File: src/design/diag_adc_pkg.sv
// constants shared by the diagnostic converter control and alarm logic
package diag_adc_pkg;

  localparam int unsigned CLK_HZ       = 20_000_000;
  localparam int unsigned RATE_640_HZ  = 640;
  localparam int unsigned RATE_1280_HZ = 1280;
  localparam int unsigned RATE_2560_HZ = 2560;
  localparam int unsigned RATE_3840_HZ = 3840;

  localparam int unsigned DATA_W = 12;
  localparam int unsigned NSRC   = 14;
  localparam int unsigned NRESP  = 13;

  // register indices; byte address is four times the index
  localparam logic [5:0] IDX_CTRL    = 6'h20;
  localparam logic [5:0] IDX_EXT0    = 6'h24;
  localparam logic [5:0] IDX_EXT1    = 6'h25;
  localparam logic [5:0] IDX_TEMP    = 6'h26;
  localparam logic [5:0] IDX_DIAG    = 6'h27;
  localparam logic [5:0] IDX_OFFSET  = 6'h28;
  localparam logic [5:0] IDX_BYP     = 6'h2E;
  localparam logic [5:0] IDX_THR0    = 6'h30;
  localparam logic [5:0] IDX_THR1    = 6'h31;
  localparam logic [5:0] IDX_THRT    = 6'h32;
  localparam logic [5:0] IDX_SD4_THR = 6'h33;
  localparam logic [5:0] IDX_STATUS  = 6'h34;
  localparam logic [5:0] IDX_MASK    = 6'h35;
  localparam logic [5:0] IDX_ACT     = 6'h36;
  localparam logic [5:0] IDX_SPECIAL = 6'h37;

  // field positions
  localparam int unsigned CTRL_RATE_LSB = 0;
  localparam int unsigned CTRL_SPAN_BIT = 2;
  localparam int unsigned CTRL_RUN_BIT  = 3;
  localparam int unsigned BYP_OFS_BIT   = 12;
  localparam int unsigned BYP_RES_BIT   = 13;
  localparam int unsigned SPC_POL_BIT   = 0;
  localparam int unsigned SPC_DIS_BIT   = 1;

  // reset values
  localparam logic [15:0] THR_RST     = 16'hFF00;
  localparam logic [23:0] SD4_THR_RST = 24'hFFF_000;
  localparam logic [13:0] MASK_RST    = 14'h0000;

  // sequencer slots
  localparam logic [3:0] SLOT_OFFSET = 4'h0;
  localparam logic [3:0] SLOT_EXT0   = 4'h1;
  localparam logic [3:0] SLOT_EXT1   = 4'h2;
  localparam logic [3:0] SLOT_TEMP   = 4'h3;
  localparam logic [3:0] SLOT_SD0    = 4'h4;
  localparam logic [3:0] SLOT_SD4    = 4'h8;

  localparam logic [11:0] OFFSET_REF = 12'h7FF;
  localparam logic [11:0] CODE_MIN   = 12'h000;
  localparam logic [11:0] CODE_MAX   = 12'hFFF;
  localparam logic [3:0]  THR_LO_LSB = 4'h0;
  localparam logic [3:0]  THR_HI_LSB = 4'hF;

  // fixed windows for the reference, supply, core supply and flat-drift nodes
  localparam logic [47:0] SD_LO_TAB = 48'h690_9C0_310_6D0;
  localparam logic [47:0] SD_HI_TAB = 48'h8CF_D3F_D3F_92F;

  // fault response codes, low to high precedence
  localparam logic [1:0] ACT_NONE  = 2'h0;
  localparam logic [1:0] ACT_CLEAR = 2'h1;
  localparam logic [1:0] ACT_LEVEL = 2'h2;
  localparam logic [1:0] ACT_HIZ   = 2'h3;

  localparam logic [1:0] RESP_OK  = 2'h0;
  localparam logic [1:0] RESP_ERR = 2'h2;

endpackage

File: src/design/diag_adc_alarm_monitor.sv
// diagnostic converter control, result registers and alarm response
// Contract
// - slots one, two convert sense pins 0, 1
// - external results stored as unsigned straight binary
// - codes span 000 through 800 to FFF
// - rate field picks 640/1280/2560/3840 Hz
// - span bit chooses span only with high supply
// - sense results written to 24h and 25h
// - slot three temperature at 2560 Hz, 26h
// - self-diagnostic results reported at 27h
// - slots four to seven fixed rate, reference span
// - output monitor span doubles on high supply
// - offset bypass substitutes 2Eh for offset
// - data bypass replaces conversion with 2Eh value
// - out-of-window result sets its status bit
// - status latched, read clears, persisting sets again
// - unmasked events drive alarm pin, masked don't
// - fault clearing reloads dac from active registers
// - only listed faults steer dac response
// - action codes 0-3; code 1 forces clear
// - code 2 level from polarity or pin
// - special config reset only at power-on
// - code 3 hi-z; highest active code wins
// - stored offset subtracted unless offset bypass
`timescale 1ns/1ps
`default_nettype none
module diag_adc_alarm_monitor #(
  parameter int unsigned PER_640_CYC  = diag_adc_pkg::CLK_HZ / diag_adc_pkg::RATE_640_HZ,
  parameter int unsigned PER_1280_CYC = diag_adc_pkg::CLK_HZ / diag_adc_pkg::RATE_1280_HZ,
  parameter int unsigned PER_2560_CYC = diag_adc_pkg::CLK_HZ / diag_adc_pkg::RATE_2560_HZ,
  parameter int unsigned PER_3840_CYC = diag_adc_pkg::CLK_HZ / diag_adc_pkg::RATE_3840_HZ
) (
  input  wire logic        CLK_I,
  input  wire logic        RST_I,
  input  wire logic        POR_I,
  input  wire logic [7:0]  AVS_ADDRESS_I,
  input  wire logic        AVS_READ_I,
  input  wire logic        AVS_WRITE_I,
  input  wire logic [31:0] AVS_WRITEDATA_I,
  input  wire logic [3:0]  AVS_BYTEENABLE_I,
  output var  logic [31:0] AVS_READDATA_O,
  output var  logic        AVS_WAITREQUEST_O,
  output var  logic [1:0]  AVS_RESPONSE_O,
  input  wire logic        EXT_SENSE_IN1_I,
  input  wire logic        HIGH_SUPPLY_I,
  output var  logic        ADC_START_O,
  output var  logic [3:0]  ADC_SLOT_O,
  output var  logic        ADC_SPAN_DOUBLE_O,
  input  wire logic        ADC_DONE_I,
  input  wire logic [11:0] ADC_DATA_I,
  input  wire logic        CRC_FAULT_I,
  input  wire logic        WATCHDOG_FAULT_I,
  input  wire logic        REF_FAULT_I,
  input  wire logic        OVERHEAT_FAULT_I,
  input  wire logic        UNDERTEMP_FAULT_I,
  input  wire logic        MISC_EVENT_I,
  output var  logic        ALARM_O,
  output var  logic [1:0]  DAC_RESP_O,
  output var  logic        DAC_ALARM_HIGH_O,
  output var  logic        DAC_RELOAD_O
);
  import diag_adc_pkg::*;

  typedef enum logic [2:0] {
    ST_IDLE = 3'b001,
    ST_WAIT = 3'b010,
    ST_CONV = 3'b100
  } seq_e;

  logic              rst_any;
  logic [1:0]        s1_sync_q;
  logic [1:0]        hs_sync_q;
  logic [3:0]        ctrl_q;
  logic [13:0]       byp_q;
  logic [15:0]       thr_q [0:2];
  logic [23:0]       sd4_thr_q;
  logic [13:0]       mask_q;
  logic [25:0]       act_q;
  logic [1:0]        spec_q;
  logic [11:0]       offset_q;
  logic [11:0]       res_q [0:3];
  logic              ack_q;
  logic [31:0]       rdata_q;
  logic [1:0]        resp_q;
  logic [31:0]       rd_val;
  logic [31:0]       wmerge;
  logic              hit;
  logic [5:0]        idx;
  logic              wr_en;
  logic [13:0]       clr_vec;
  logic [13:0]       stat;
  logic [13:0]       set_vec;
  seq_e              st_q;
  logic [3:0]        slot_q;
  logic [15:0]       timer_q;
  logic [15:0]       period;
  logic              expire;
  logic              sub_en;
  logic              commit;
  logic [11:0]       value;
  logic [11:0]       lo;
  logic [11:0]       hi;
  logic              outside;
  logic [7:0]        cond_q;
  logic [7:0]        evt_vec;
  logic [12:0]       cond_all;
  logic [1:0]        resp_d;
  logic              span_d;
  logic              start_q;
  logic              span_q;

  assign rst_any = RST_I | POR_I;
  assign sub_en  = byp_q[BYP_RES_BIT];

  ////////////////////////////////////////////////////////////////////////////
  // pin synchronisers; only the second stage is read
  always_ff @(posedge CLK_I) begin
    s1_sync_q <= {s1_sync_q[0], EXT_SENSE_IN1_I};
    hs_sync_q <= {hs_sync_q[0], HIGH_SUPPLY_I};
  end

  ////////////////////////////////////////////////////////////////////////////
  // avalon slave: one wait state, data and answer registered
  assign idx               = AVS_ADDRESS_I[7:2];
  assign AVS_WAITREQUEST_O = (AVS_READ_I | AVS_WRITE_I) & ~ack_q;
  assign AVS_READDATA_O    = rdata_q;
  assign AVS_RESPONSE_O    = resp_q;
  assign wr_en             = AVS_WRITE_I & ack_q & hit;

  always_comb begin
    hit    = 1'b1;
    rd_val = 32'(0);
    case (idx)
      IDX_CTRL:    rd_val = 32'(ctrl_q);
      IDX_EXT0:    rd_val = 32'(res_q[0]);
      IDX_EXT1:    rd_val = 32'(res_q[1]);
      IDX_TEMP:    rd_val = 32'(res_q[2]);
      IDX_DIAG:    rd_val = 32'(res_q[3]);
      IDX_OFFSET:  rd_val = 32'(offset_q);
      IDX_BYP:     rd_val = 32'(byp_q);
      IDX_THR0:    rd_val = 32'(thr_q[0]);
      IDX_THR1:    rd_val = 32'(thr_q[1]);
      IDX_THRT:    rd_val = 32'(thr_q[2]);
      IDX_SD4_THR: rd_val = 32'(sd4_thr_q);
      IDX_STATUS:  rd_val = 32'(stat);
      IDX_MASK:    rd_val = 32'(mask_q);
      IDX_ACT:     rd_val = 32'(act_q);
      IDX_SPECIAL: rd_val = 32'(spec_q);
      default:     hit = 1'b0;
    endcase
    for (int b = 0; b < 4; b++) begin
      wmerge[8*b +: 8] = AVS_BYTEENABLE_I[b] ? AVS_WRITEDATA_I[8*b +: 8] : rd_val[8*b +: 8];
    end
  end

  always_ff @(posedge CLK_I) begin
    if (rst_any) begin
      ack_q   <= 1'b0;
      rdata_q <= 32'h0000_0000;
      resp_q  <= RESP_OK;
    end else begin
      ack_q <= (AVS_READ_I | AVS_WRITE_I) & ~ack_q;
      if ((AVS_READ_I | AVS_WRITE_I) & ~ack_q) begin
        rdata_q <= AVS_READ_I ? rd_val : 32'h0000_0000;
        resp_q  <= hit ? RESP_OK : RESP_ERR;
      end
    end
  end

  ////////////////////////////////////////////////////////////////////////////
  // software-written configuration
  always_ff @(posedge CLK_I) begin
    if (rst_any) begin
      ctrl_q    <= '0;
      byp_q     <= '0;
      thr_q[0]  <= THR_RST;
      thr_q[1]  <= THR_RST;
      thr_q[2]  <= THR_RST;
      sd4_thr_q <= SD4_THR_RST;
      mask_q    <= MASK_RST;
      act_q     <= '0;
    end else if (wr_en) begin
      case (idx)
        IDX_CTRL:    ctrl_q    <= wmerge[3:0];
        IDX_BYP:     byp_q     <= wmerge[13:0];
        IDX_THR0:    thr_q[0]  <= wmerge[15:0];
        IDX_THR1:    thr_q[1]  <= wmerge[15:0];
        IDX_THRT:    thr_q[2]  <= wmerge[15:0];
        IDX_SD4_THR: sd4_thr_q <= wmerge[23:0];
        IDX_MASK:    mask_q    <= wmerge[13:0];
        IDX_ACT:     act_q     <= wmerge[25:0];
        default:     ;
      endcase
    end
  end

  always_ff @(posedge CLK_I) begin
    if (POR_I) begin
      spec_q <= '0;
    end else if (wr_en && idx == IDX_SPECIAL) begin
      spec_q <= wmerge[1:0];
    end
  end

  ////////////////////////////////////////////////////////////////////////////
  // slot sequencer: offset, two sense pins, temperature, five diagnostics
  // rate per slot
  always_comb begin
    period = 16'(PER_2560_CYC - 1);
    if (slot_q == SLOT_EXT0 || slot_q == SLOT_EXT1) begin
      case (ctrl_q[CTRL_RATE_LSB +: 2])
        2'd0:    period = 16'(PER_640_CYC - 1);
        2'd1:    period = 16'(PER_1280_CYC - 1);
        2'd2:    period = 16'(PER_2560_CYC - 1);
        default: period = 16'(PER_3840_CYC - 1);
      endcase
    end
  end

  assign expire = (st_q == ST_WAIT) && (timer_q == period);
  assign commit = ((st_q == ST_CONV) && ADC_DONE_I) || (expire && sub_en);

  // span doubles only with high supply
  always_comb begin
    if (slot_q == SLOT_EXT0 || slot_q == SLOT_EXT1) begin
      span_d = hs_sync_q[1] & ~ctrl_q[CTRL_SPAN_BIT];
    end else if (slot_q == SLOT_SD4) begin
      span_d = hs_sync_q[1];
    end else begin
      span_d = 1'b0;
    end
  end

  always_ff @(posedge CLK_I) begin
    if (rst_any) begin
      st_q    <= ST_IDLE;
      slot_q  <= SLOT_OFFSET;
      timer_q <= '0;
      start_q <= 1'b0;
      span_q  <= 1'b0;
    end else begin
      start_q <= 1'b0;
      case (st_q)
        ST_IDLE: begin
          timer_q <= '0;
          slot_q  <= SLOT_OFFSET;
          if (ctrl_q[CTRL_RUN_BIT]) begin
            st_q <= ST_WAIT;
          end
        end
        ST_WAIT: begin
          if (!ctrl_q[CTRL_RUN_BIT]) begin
            st_q <= ST_IDLE;
          end else if (expire) begin
            timer_q <= '0;
            if (sub_en) begin
              slot_q <= (slot_q == SLOT_SD4) ? SLOT_OFFSET : slot_q + 4'd1;
            end else begin
              start_q <= 1'b1;
              span_q  <= span_d;
              st_q    <= ST_CONV;
            end
          end else begin
            timer_q <= timer_q + 16'd1;
          end
        end
        ST_CONV: begin
          // a started conversion always finishes before stopping
          if (ADC_DONE_I) begin
            slot_q <= (slot_q == SLOT_SD4) ? SLOT_OFFSET : slot_q + 4'd1;
            st_q   <= ctrl_q[CTRL_RUN_BIT] ? ST_WAIT : ST_IDLE;
          end
        end
        default: st_q <= ST_IDLE;
      endcase
    end
  end

  // slot number drives the converter input select
  assign ADC_SLOT_O        = slot_q;
  assign ADC_START_O       = start_q;
  assign ADC_SPAN_DOUBLE_O = span_q;

  ////////////////////////////////////////////////////////////////////////////
  // result correction and storage
  // offset substitution or subtraction
  result_path u_path (
    .conv_i          (ADC_DATA_I),
    .subst_i         (byp_q[11:0]),
    .offset_i        (offset_q),
    .offset_sub_en_i (byp_q[BYP_OFS_BIT]),
    .result_sub_en_i (sub_en),
    .offset_slot_i   (slot_q == SLOT_OFFSET),
    .value_o         (value)
  );

  always_ff @(posedge CLK_I) begin
    if (rst_any) begin
      offset_q <= '0;
      for (int i = 0; i < 4; i++) begin
        res_q[i] <= '0;
      end
    end else if (commit) begin
      case (slot_q)
        SLOT_OFFSET: offset_q <= value;
        SLOT_EXT0:   res_q[0] <= value;
        SLOT_EXT1:   res_q[1] <= value;
        SLOT_TEMP:   res_q[2] <= value;
        default:     res_q[3] <= value;
      endcase
    end
  end

  ////////////////////////////////////////////////////////////////////////////
  // window check, status and response
  always_comb begin
    lo = CODE_MIN;
    hi = CODE_MAX;
    case (slot_q)
      SLOT_EXT0: begin
        lo = {thr_q[0][7:0], THR_LO_LSB};
        hi = {thr_q[0][15:8], THR_HI_LSB};
      end
      SLOT_EXT1: begin
        lo = {thr_q[1][7:0], THR_LO_LSB};
        hi = {thr_q[1][15:8], THR_HI_LSB};
      end
      SLOT_TEMP: begin
        lo = {thr_q[2][7:0], THR_LO_LSB};
        hi = {thr_q[2][15:8], THR_HI_LSB};
      end
      SLOT_SD4: begin
        lo = sd4_thr_q[11:0];
        hi = sd4_thr_q[23:12];
      end
      default: begin
        if (slot_q >= SLOT_SD0) begin
          lo = SD_LO_TAB[12*(slot_q - SLOT_SD0) +: 12];
          hi = SD_HI_TAB[12*(slot_q - SLOT_SD0) +: 12];
        end
      end
    endcase
    outside = (value < lo) || (value > hi);
    evt_vec = '0;
    if (commit && slot_q != SLOT_OFFSET && outside) begin
      evt_vec = 8'(8'd1 << (slot_q - 4'd1));
    end
  end

  always_ff @(posedge CLK_I) begin
    if (rst_any) begin
      cond_q <= '0;
    end else if (commit && slot_q != SLOT_OFFSET) begin
      cond_q[3'(slot_q - 4'd1)] <= outside;
    end
  end

  assign set_vec = {MISC_EVENT_I, UNDERTEMP_FAULT_I, OVERHEAT_FAULT_I, REF_FAULT_I,
                    WATCHDOG_FAULT_I, CRC_FAULT_I, evt_vec};
  // clear only the bits that the read returned
  assign clr_vec = (AVS_READ_I && ack_q && idx == IDX_STATUS) ? rdata_q[13:0] : '0;

  for (genvar g = 0; g < NSRC; g++) begin : g_flag
    fault_flag u_flag (
      .clk_i  (CLK_I),
      .rst_i  (rst_any),
      .set_i  (set_vec[g]),
      .clr_i  (clr_vec[g]),
      .flag_o (stat[g])
    );
  end

  // the last status source only reaches the pin
  assign cond_all = {UNDERTEMP_FAULT_I, OVERHEAT_FAULT_I, REF_FAULT_I,
                     WATCHDOG_FAULT_I, CRC_FAULT_I, cond_q};

  always_comb begin
    resp_d = ACT_NONE;
    for (int i = 0; i < NRESP; i++) begin
      if (cond_all[i] && act_q[2*i +: 2] > resp_d) begin
        resp_d = act_q[2*i +: 2];
      end
    end
  end

  always_ff @(posedge CLK_I) begin
    if (rst_any) begin
      DAC_RESP_O       <= ACT_NONE;
      DAC_RELOAD_O     <= 1'b0;
      DAC_ALARM_HIGH_O <= 1'b0;
      ALARM_O          <= 1'b0;
    end else begin
      DAC_RESP_O       <= resp_d;
      // reload active code when the response ends
      DAC_RELOAD_O     <= (DAC_RESP_O != ACT_NONE) && (resp_d == ACT_NONE);
      // polarity bit or enabled sense pin
      DAC_ALARM_HIGH_O <= spec_q[SPC_POL_BIT] | (~spec_q[SPC_DIS_BIT] & s1_sync_q[1]);
      // masked events stay off the pin
      ALARM_O          <= |(stat & ~mask_q);
    end
  end
endmodule
`default_nettype wire

File: src/design/fault_flag.sv
// one sticky status bit: hardware set wins over a clear in the same cycle
`timescale 1ns/1ps
`default_nettype none
module fault_flag (
  input  wire logic clk_i,
  input  wire logic rst_i,
  input  wire logic set_i,
  input  wire logic clr_i,
  output var  logic flag_o
);
  always_ff @(posedge clk_i) begin
    if (rst_i) begin
      flag_o <= 1'b0;
    end else if (set_i) begin
      flag_o <= 1'b1;
    end else if (clr_i) begin
      flag_o <= 1'b0;
    end
  end
endmodule
`default_nettype wire

File: src/design/result_path.sv
// offset correction and bypass substitution of one conversion
`timescale 1ns/1ps
`default_nettype none
module result_path
  import diag_adc_pkg::*;
(
  input  wire logic [11:0] conv_i,
  input  wire logic [11:0] subst_i,
  input  wire logic [11:0] offset_i,
  input  wire logic        offset_sub_en_i,
  input  wire logic        result_sub_en_i,
  input  wire logic        offset_slot_i,
  output var  logic [11:0] value_o
);
  logic signed [13:0] diff;
  logic        [11:0] ofs;

  always_comb begin
    ofs  = offset_sub_en_i ? subst_i : offset_i;
    diff = $signed({2'b00, conv_i}) - $signed({ofs[11], ofs[11], ofs});
    if (result_sub_en_i) begin
      value_o = subst_i;
    end else if (offset_slot_i) begin
      // the stored value is the negative of the measured offset
      value_o = OFFSET_REF - conv_i;
    end else if (diff < 0) begin
      value_o = CODE_MIN;
    end else if (diff > $signed({2'b00, CODE_MAX})) begin
      value_o = CODE_MAX;
    end else begin
      value_o = diff[11:0];
    end
  end
endmodule
`default_nettype wire

File: config.mk
export PLATFORM = sky130hd
export DESIGN_NAME = diag_adc_alarm_monitor
export DESIGN_NICKNAME = d
export VERILOG_FILES = /design/src/design/diag_adc_pkg.sv /design/src/design/diag_adc_alarm_monitor.sv /design/src/design/fault_flag.sv /design/src/design/result_path.sv
export SDC_FILE = /design/constraint.sdc
export NUM_CORES = 1
export LEC_CHECK = 0
export BUFFER_PORTS_ARGS = -buffer_cell sky130_fd_sc_hd__buf_4
export CELL_PAD_IN_SITES_DETAIL_PLACEMENT = 0
export CELL_PAD_IN_SITES_GLOBAL_PLACEMENT = 1
export CORE_MARGIN = 2
export CORE_UTILIZATION = 50
export DETAILED_ROUTE_END_ITERATION = 7
export PLACE_DENSITY_LB_ADDON = 0.08
export SETUP_SLACK_MARGIN = 0.5
export SYNTH_ARGS = -nofsm -noshare
export SYNTH_HDL_FRONTEND = slang
export SYNTH_SLANG_ARGS = --single-unit
File: constraint.sdc
create_clock -name CLK_I -period 25.9 [get_ports CLK_I]
set_input_delay 7.77 -clock CLK_I [delete_from_list [all_inputs] [get_ports CLK_I]]
set_output_delay 7.77 -clock CLK_I [all_outputs]
set_load 0.02 [all_outputs]
==> key figures, run 1 <==
Run status
  – Result of the run: finished, final reports clean

Detailed routing
  – Wire length per cell: 24.3 µm
  – Final ANT Viol Nets: 0
  – Vias per cell: 6.37
  – Initial DRC count: 1708
  – Drt drc: 0
  – DR pass1 iterations: 8
  – WL final: 56.5 mm
  – Vias: 14800

Place
  – Post-DP HPWL: 41.4 mm
  – Placer Congestion: 0.924
  – DP Cell Count: 2264
  – Port bufs: 100

Yosys
  – Top cell type's share of synthesized area: 0.228
  – Post-synth EDFFs: 96
  – Ys Warns: 0
  – Post-Syn Area: 15800 µm²
  – Synth Flop Type: dfxtp_1
  – Distinct cells, synth: 85
  – Asr flop ratio synth: 0
  – Ranking of synthesized cells by area: dfxtp_1 23%, edfxtp_1 18%, ha_1 5.9%
  – Yosys top cell by area: dfxtp_1
  – Yosys reg bits: 276
  – Register area share after synthesis: 0.411
  – Syn Area/Cell: 8.58 µm²
  – Cells after Synth: 1840

Critical path
  – Worst path arrival time: 8.93 ns
  – Startpoint types: input pin
  – Worst Setup SP: AVS_READ_I
  – Worst EP required: 18.13 ns
  – Reg2reg start: act_q[1]$_SDFFE_PP0P_
  – CP Class: in -> out
  – Crit Path Max Fanout: 28
  – Setup crit end kind: primary output

STA
  – RSZ-0062 raised after global routing: no
  – Slew Viols, Final: 0
  – Final Cycle Share: 0.645
  – Setup TNS: 0 ns
  – Worst-Margin Slew: 1.24 ns
  – Slew margin rel.: 0.165
  – # setup viols final: 0
  – Skew final: 0.0225 ns
  – Final Critical Period: 16.70 ns
  – F_max: 0.0599 GHz
  – Final hold violation count: 0

Job
  – Number of max-cap violations: 0

Clock network
  – Depth of the CTS H-tree: 1
  – Post_cts resized: 0
  – Setup Buffers After CTS: 0
  – # clock sinks: 276
  – Clk_lat worst skew: 0.59 ns
  – Clock Root Buffer: clkbuf_16
  – Max clock buf depth: 3
  – CTS tree: yes
  – Hold Buf Count CTS: 0
  – Total CTS buffers: 31
  – CTS clock-pin slew for the worst setup and hold paths: 0.06 ns

GRT
  – Initial antenna violation count: 0
  – First-pass GRT wire length: 85.2 mm
  – Aggregate global-route resource usage: 0.338
  – Largest net degree at the start of global routing: 94
  – Number of global-route vias before repair: 13900
  – GRT overflow: 0

Floorplanning
  – CORE AREA: 31300 µm²
  – DIE WIDTH: 182 µm
  – Ports: 116
  – Total Die Area: 33000 µm²
  – Initial core utilization: 0.504
  – Die Y: 182 µm
  – Num rows: 65

Pwr
  – Register share of total power: 0.486
  – Int Pwr: 705 µW
  – Static Leak: 6.74 nW
  – Psw: 234 µW
  – Worst VDD drop: 55.1 µV
  – Clock power frac: 0.445
  – Logic gate share of total power: 0.069
  – Sw frac: 0.249
  – Power per Cell Area: 52.8 nW/µm²

Finish
  – Number of diodes: 0
  – P&R area growth vs syn: 12.7%
  – Non-Filler Instances: 2322
  – Share of cells above drive strength 1: 0.118
  – Layout Nets: 2041
  – Final Core Density: 0.568

Min path
  – Min-delay src: hs_sync_q[0]$_DFF_P_
  – Hold WC Path Type: reg -> reg
## power by group through the flow
stage / logic (mW) / registers, mW / clock network [mW]
2_1_floorplan: 0.0362 / 0.465 / 0
3_3_place_gp: 0.0633 / 0.465 / 0
3_5_place_dp: 0.0638 / 0.466 / 0
4_1_cts: 0.0641 / 0.456 / 0.420
5_1_grt: 0.0689 / 0.457 / 0.439
6_report: 0.0650 / 0.456 / 0.417
## metrics by stage
| stage | power (mW) | setup slack [ns] | hold WS [ns] | area (µm²) |
|---|---|---|---|---|
| 4_1_cts | 0.941 | 9.21 | 0.328 | 17800 |
| 3_3_place_gp | 0.529 | 9.21 | 0.311 | 16900 |
| 6_report | 0.939 | 9.20 | 0.328 | 17800 |
| 5_1_grt | 0.965 | 9.08 | 0.343 | 17800 |
| 2_1_floorplan | 0.501 | 9.67 | 0.310 | 15800 |
| 3_5_place_dp | 0.529 | 9.21 | 0.314 | 16900 |
## kinds of logic after synthesis
logic type	Yosys count	synth area share
buffers and inverters	177	0.0445
adders and majority gates	77	0.0618
DFF	276	0.411
and+or+nand+nor	697	0.200
muxes	60	0.0450
AOI/OAI and AO/OA	527	0.223
xor gates and xnor gates	25	0.0139
other	1	0.000238
## cells in the mapped netlist (all sizes together) (8+ instances only)
library cell,count
a21oi,163
nand4,24
buf,23
a22oi,78
o22ai,27
o211ai,18
and3,30
a311oi,10
and2,20
o31ai,8
mux2,18
nor2,247
inv,63
a221oi,16
dfxtp,180
xnor2,18
o21ai,84
ha,74
a21o,15
o21a,10
clkbuf,90
a22o,22
edfxtp,96
mux2i,35
nor2b,20
a222oi,21
nand2b,19
nand3,40
nand2,233
nor3b,13
nor3,20
## cell type report
class | instances | area, µm²
inverter | 64 | 240
tap | 402 | 503
multi-input combinational | 1393 | 8660
fill | 2935 | 13500
clock buffer | 39 | 806
sequential | 276 | 6490
timing repair buffer | 129 | 968
clock inverter | 19 | 134
## registers in the layout, indices dropped and copies added, names as in the netlist, 12 cells and up
signal,flops
act_q,26
mask_q,14
AVS_READDATA_O,26
timer_q,16
thr_q,48
offset_q,12
byp_q,14
sd4_thr_q,24
res_q,48
g_flag.u_flag.flag_o,14
## critical path, stage by stage
cell    delay (ns)
buf_4         0.13
nor2_1        0.09
or2_2         0.51
inv_1         0.21
buf_4         0.21
## routing by layer
metal  GRT usage  wire, µm  share of wire
met4       0.141      2570          0.045
met3      0.0385      4500          0.080
met1       0.454     23300           0.41
met2       0.558     26100           0.46
met5           0         0              0
## placed cells by master, fill, tap and decap left out, types with 19 or more instances in the layout
master	Yosys	layout
nor2b_1	20	19
a22o_1	22	22
a21oi_1	163	163
inv_1	62	62
a222oi_1	21	21
mux2i_1	35	35
a22oi_1	78	78
nor3_1	19	19
o22ai_1	27	27
clkbuf_16	0	31
and3_1	30	30
nand4_1	24	24
nand2_1	233	232
nor2_1	244	242
edfxtp_1	96	96
o21ai_0	69	65
nand2b_1	19	19
nand3_1	40	40
dfxtp_1	180	180
ha_1	74	74
and2_1	20	20
buf_4	7	129
## worst paths after layout
kind,to,slack [ns],cells past startpoint
worst max-delay path,AVS_WAITREQUEST_O,9.20,5
worst min-delay path,hs_sync_q[1]$_DFF_P_,0.33,0
worst max register to register,DAC_RELOAD_O$_SDFF_PP0_,12.44,69
worst min register to register,hs_sync_q[1]$_DFF_P_,0.33,0
No activity file was read; power rests on OpenSTA's default activity.
==> inputs of run 2 (changes only) <==
--- a/config.mk
+++ b/config.mk
@@ -9,7 +9,7 @@
 export CELL_PAD_IN_SITES_DETAIL_PLACEMENT = 0
 export CELL_PAD_IN_SITES_GLOBAL_PLACEMENT = 1
 export CORE_MARGIN = 2
-export CORE_UTILIZATION = 50
+export CORE_UTILIZATION = 42
 export DETAILED_ROUTE_END_ITERATION = 7
 export PLACE_DENSITY_LB_ADDON = 0.08
 export SETUP_SLACK_MARGIN = 0.5
==> constraint.sdc (replaced) <==
create_clock -name CLK_I -period 14.15 [get_ports CLK_I]
set_input_delay 4.245 -clock CLK_I [delete_from_list [all_inputs] [get_ports CLK_I]]
set_output_delay 4.245 -clock CLK_I [all_outputs]
set_load 0.02 [all_outputs]
==> key figures, run 2 (same netlist as run 1, synthesis figures left out) <==
Run status
  – Result of the run: finished, final reports clean

Finish
  – Most frequent standard cell in the layout excluding fill and tap cells: nor2_1
  – Biggest regs: res_q x48, thr_q x48
  – Share of cells above drive strength 1: 0.131
  – Final Core Density: 0.485
  – Commonest non-fill, non-tap cells in the layout: 240 x nor2_1, 233 x nand2_1, 179 x dfxtp_1
  – Number of diodes: 0
  – Layout Nets: 2047
  – P&R area growth vs syn: 14.7%

Critical path
  – Worst EP required: 14.63 ns
  – CP Class: reg -> reg
  – Most numerous cell on the critical path: ha_1
  – Worst path arrival time: 13.26 ns
  – Startpoint types: flop
  – Slowest stage delay, CP: 0.39 ns
  – Crit Path Max Fanout: 5
  – Setup crit end kind: flop
  – Slowest-stage cell, CP: mux2_2

STA
  – RSZ-0062 raised after global routing: no
  – Worst-Margin Slew: 1.17 ns
  – Setup TNS: 0 ns
  – Skew final: 0.0212 ns
  – Final Critical Period: 12.78 ns
  – Final hold violation count: 0
  – # setup viols final: 0
  – Slew margin rel.: 0.217
  – Final Cycle Share: 0.903
  – F_max: 0.0783 GHz
  – Slew Viols, Final: 0

Pwr
  – Static Leak: 6.83 nW
  – Worst VDD drop: 99.8 µV
  – Power per Cell Area: 99.9 nW/µm²

Place
  – Port bufs: 100
  – Post-DP HPWL: 42.9 mm
  – Placer Congestion: 0.968

GRT
  – Aggregate global-route resource usage: 0.294
  – Initial antenna violation count: 1
  – Largest net degree at the start of global routing: 58
  – Number of global-route vias before repair: 13700
  – First-pass GRT wire length: 86.7 mm
  – GRT overflow: 0

Detailed routing
  – Metal2 WL: 26.6 mm
  – Routed length on met3: 4.48 mm
  – Drt drc: 0
  – Initial DRC count: 1288
  – DR pass1 iterations: 7
  – WL final: 58.0 mm
  – Max Used Layer: met4
  – Final ANT Viol Nets: 0
  – Vias per cell: 6.11
  – Vias: 14700
  – Met1 WL: 24.6 mm
  – Wire length per cell: 24.2 µm

Floorplanning
  – Total Die Area: 39200 µm²
  – CORE AREA: 37300 µm²
  – Num rows: 71
  – DIE WIDTH: 198 µm
  – Die Y: 198 µm
  – Initial core utilization: 0.423
  – Ports: 116

Clock network
  – CTS tree: yes
  – # clock sinks: 276
  – Max clock buf depth: 3
  – Total CTS buffers: 31
  – Clock Root Buffer: clkbuf_16
  – Clk_lat worst skew: 0.59 ns
  – Depth of the CTS H-tree: 1
  – CTS clock-pin slew for the worst setup and hold paths: 0.06 ns
  – Hold Buf Count CTS: 0

Min path
  – Hold WC Path Type: reg -> reg

Job
  – Number of max-cap violations: 0
## run 2: changes by cell type in the layout (fill, tap and decap cells not counted), sizes merged
cell,previous run,this run
bufinv,1,5
buf,129,135
clkbuf,39,36
clkinv,17,12
inv,64,65
clkinvlp,1,4
## run 2: final timing paths
kind	start	to	slack, ns	cells after the start
setup / recovery	cond_q[0]$_SDFFE_PP0P_	DAC_RELOAD_O$_SDFF_PP0_	1.37	68
hold / removal	s1_sync_q[0]$_DFF_P_	s1_sync_q[1]$_DFF_P_	0.33	0
hold reg to reg	s1_sync_q[0]$_DFF_P_	s1_sync_q[1]$_DFF_P_	0.33	0
setup reg to reg	cond_q[0]$_SDFFE_PP0P_	DAC_RELOAD_O$_SDFF_PP0_	1.37	68
## run 2: metrics by stage
stage	setup slack, ns	hold slack (ns)	cells	instance area (µm²)	power (mW)
final	1.37	0.325	2400	18100	1.81
after global routing	0.391	0.348	2400	18100	1.86
after CTS	0.945	0.326	2395	18000	1.82
after detailed placement	0.985	0.312	2337	17000	0.971
after global placement	1.29	0.311	2337	17000	0.971
after floorplan	2.25	0.310	1846	15800	0.917
## run 2: report_power, final
part           total, mW  leakage [nW]  internal (mW)  switching [mW]
Sequential         0.835          2.43          0.830         0.00565
Clock              0.853         0.519          0.504           0.350
Combinational      0.119          3.88         0.0382          0.0811
Total               1.81          6.83           1.37           0.437
## run 2: worst max-delay path, delay by kind of cell, from the launching register on
kind,cells,cell delay (ns)
adders and majority gates,13,3.69
and+or+nand+nor,23,2.50
AOI/OAI and AO/OA,27,4.73
muxes,4,1.33
DFF,1,0.36
buffers and inverters,1,0.06
## run 2: area by class of cell
| type | count | area (µm²) |
|---|---|---|
| Clock buffer | 36 | 815 |
| Tap cell | 474 | 593 |
| Inverter | 64 | 240 |
| Sequential cell | 276 | 6490 |
| Timing Repair Buffer | 135 | 1010 |
| Clock inverter | 22 | 254 |
| Fill cell | 3632 | 19200 |
| Multi-Input combinational cell | 1393 | 8700 |
## run 2: per-layer routing
metal	GRT usage	up-vias
li1	-	6849
met4	0.119	0
met2	0.471	622
met1	0.401	7100
met5	0	-
met3	0.0405	99
## run 2: timing repair
| action | CTS | global route |
|---|---|---|
| endpoints found under the setup margin | 0 | 3 |
| buffers inserted | 0 | 5 |
| resized for setup | 0 | 12 |
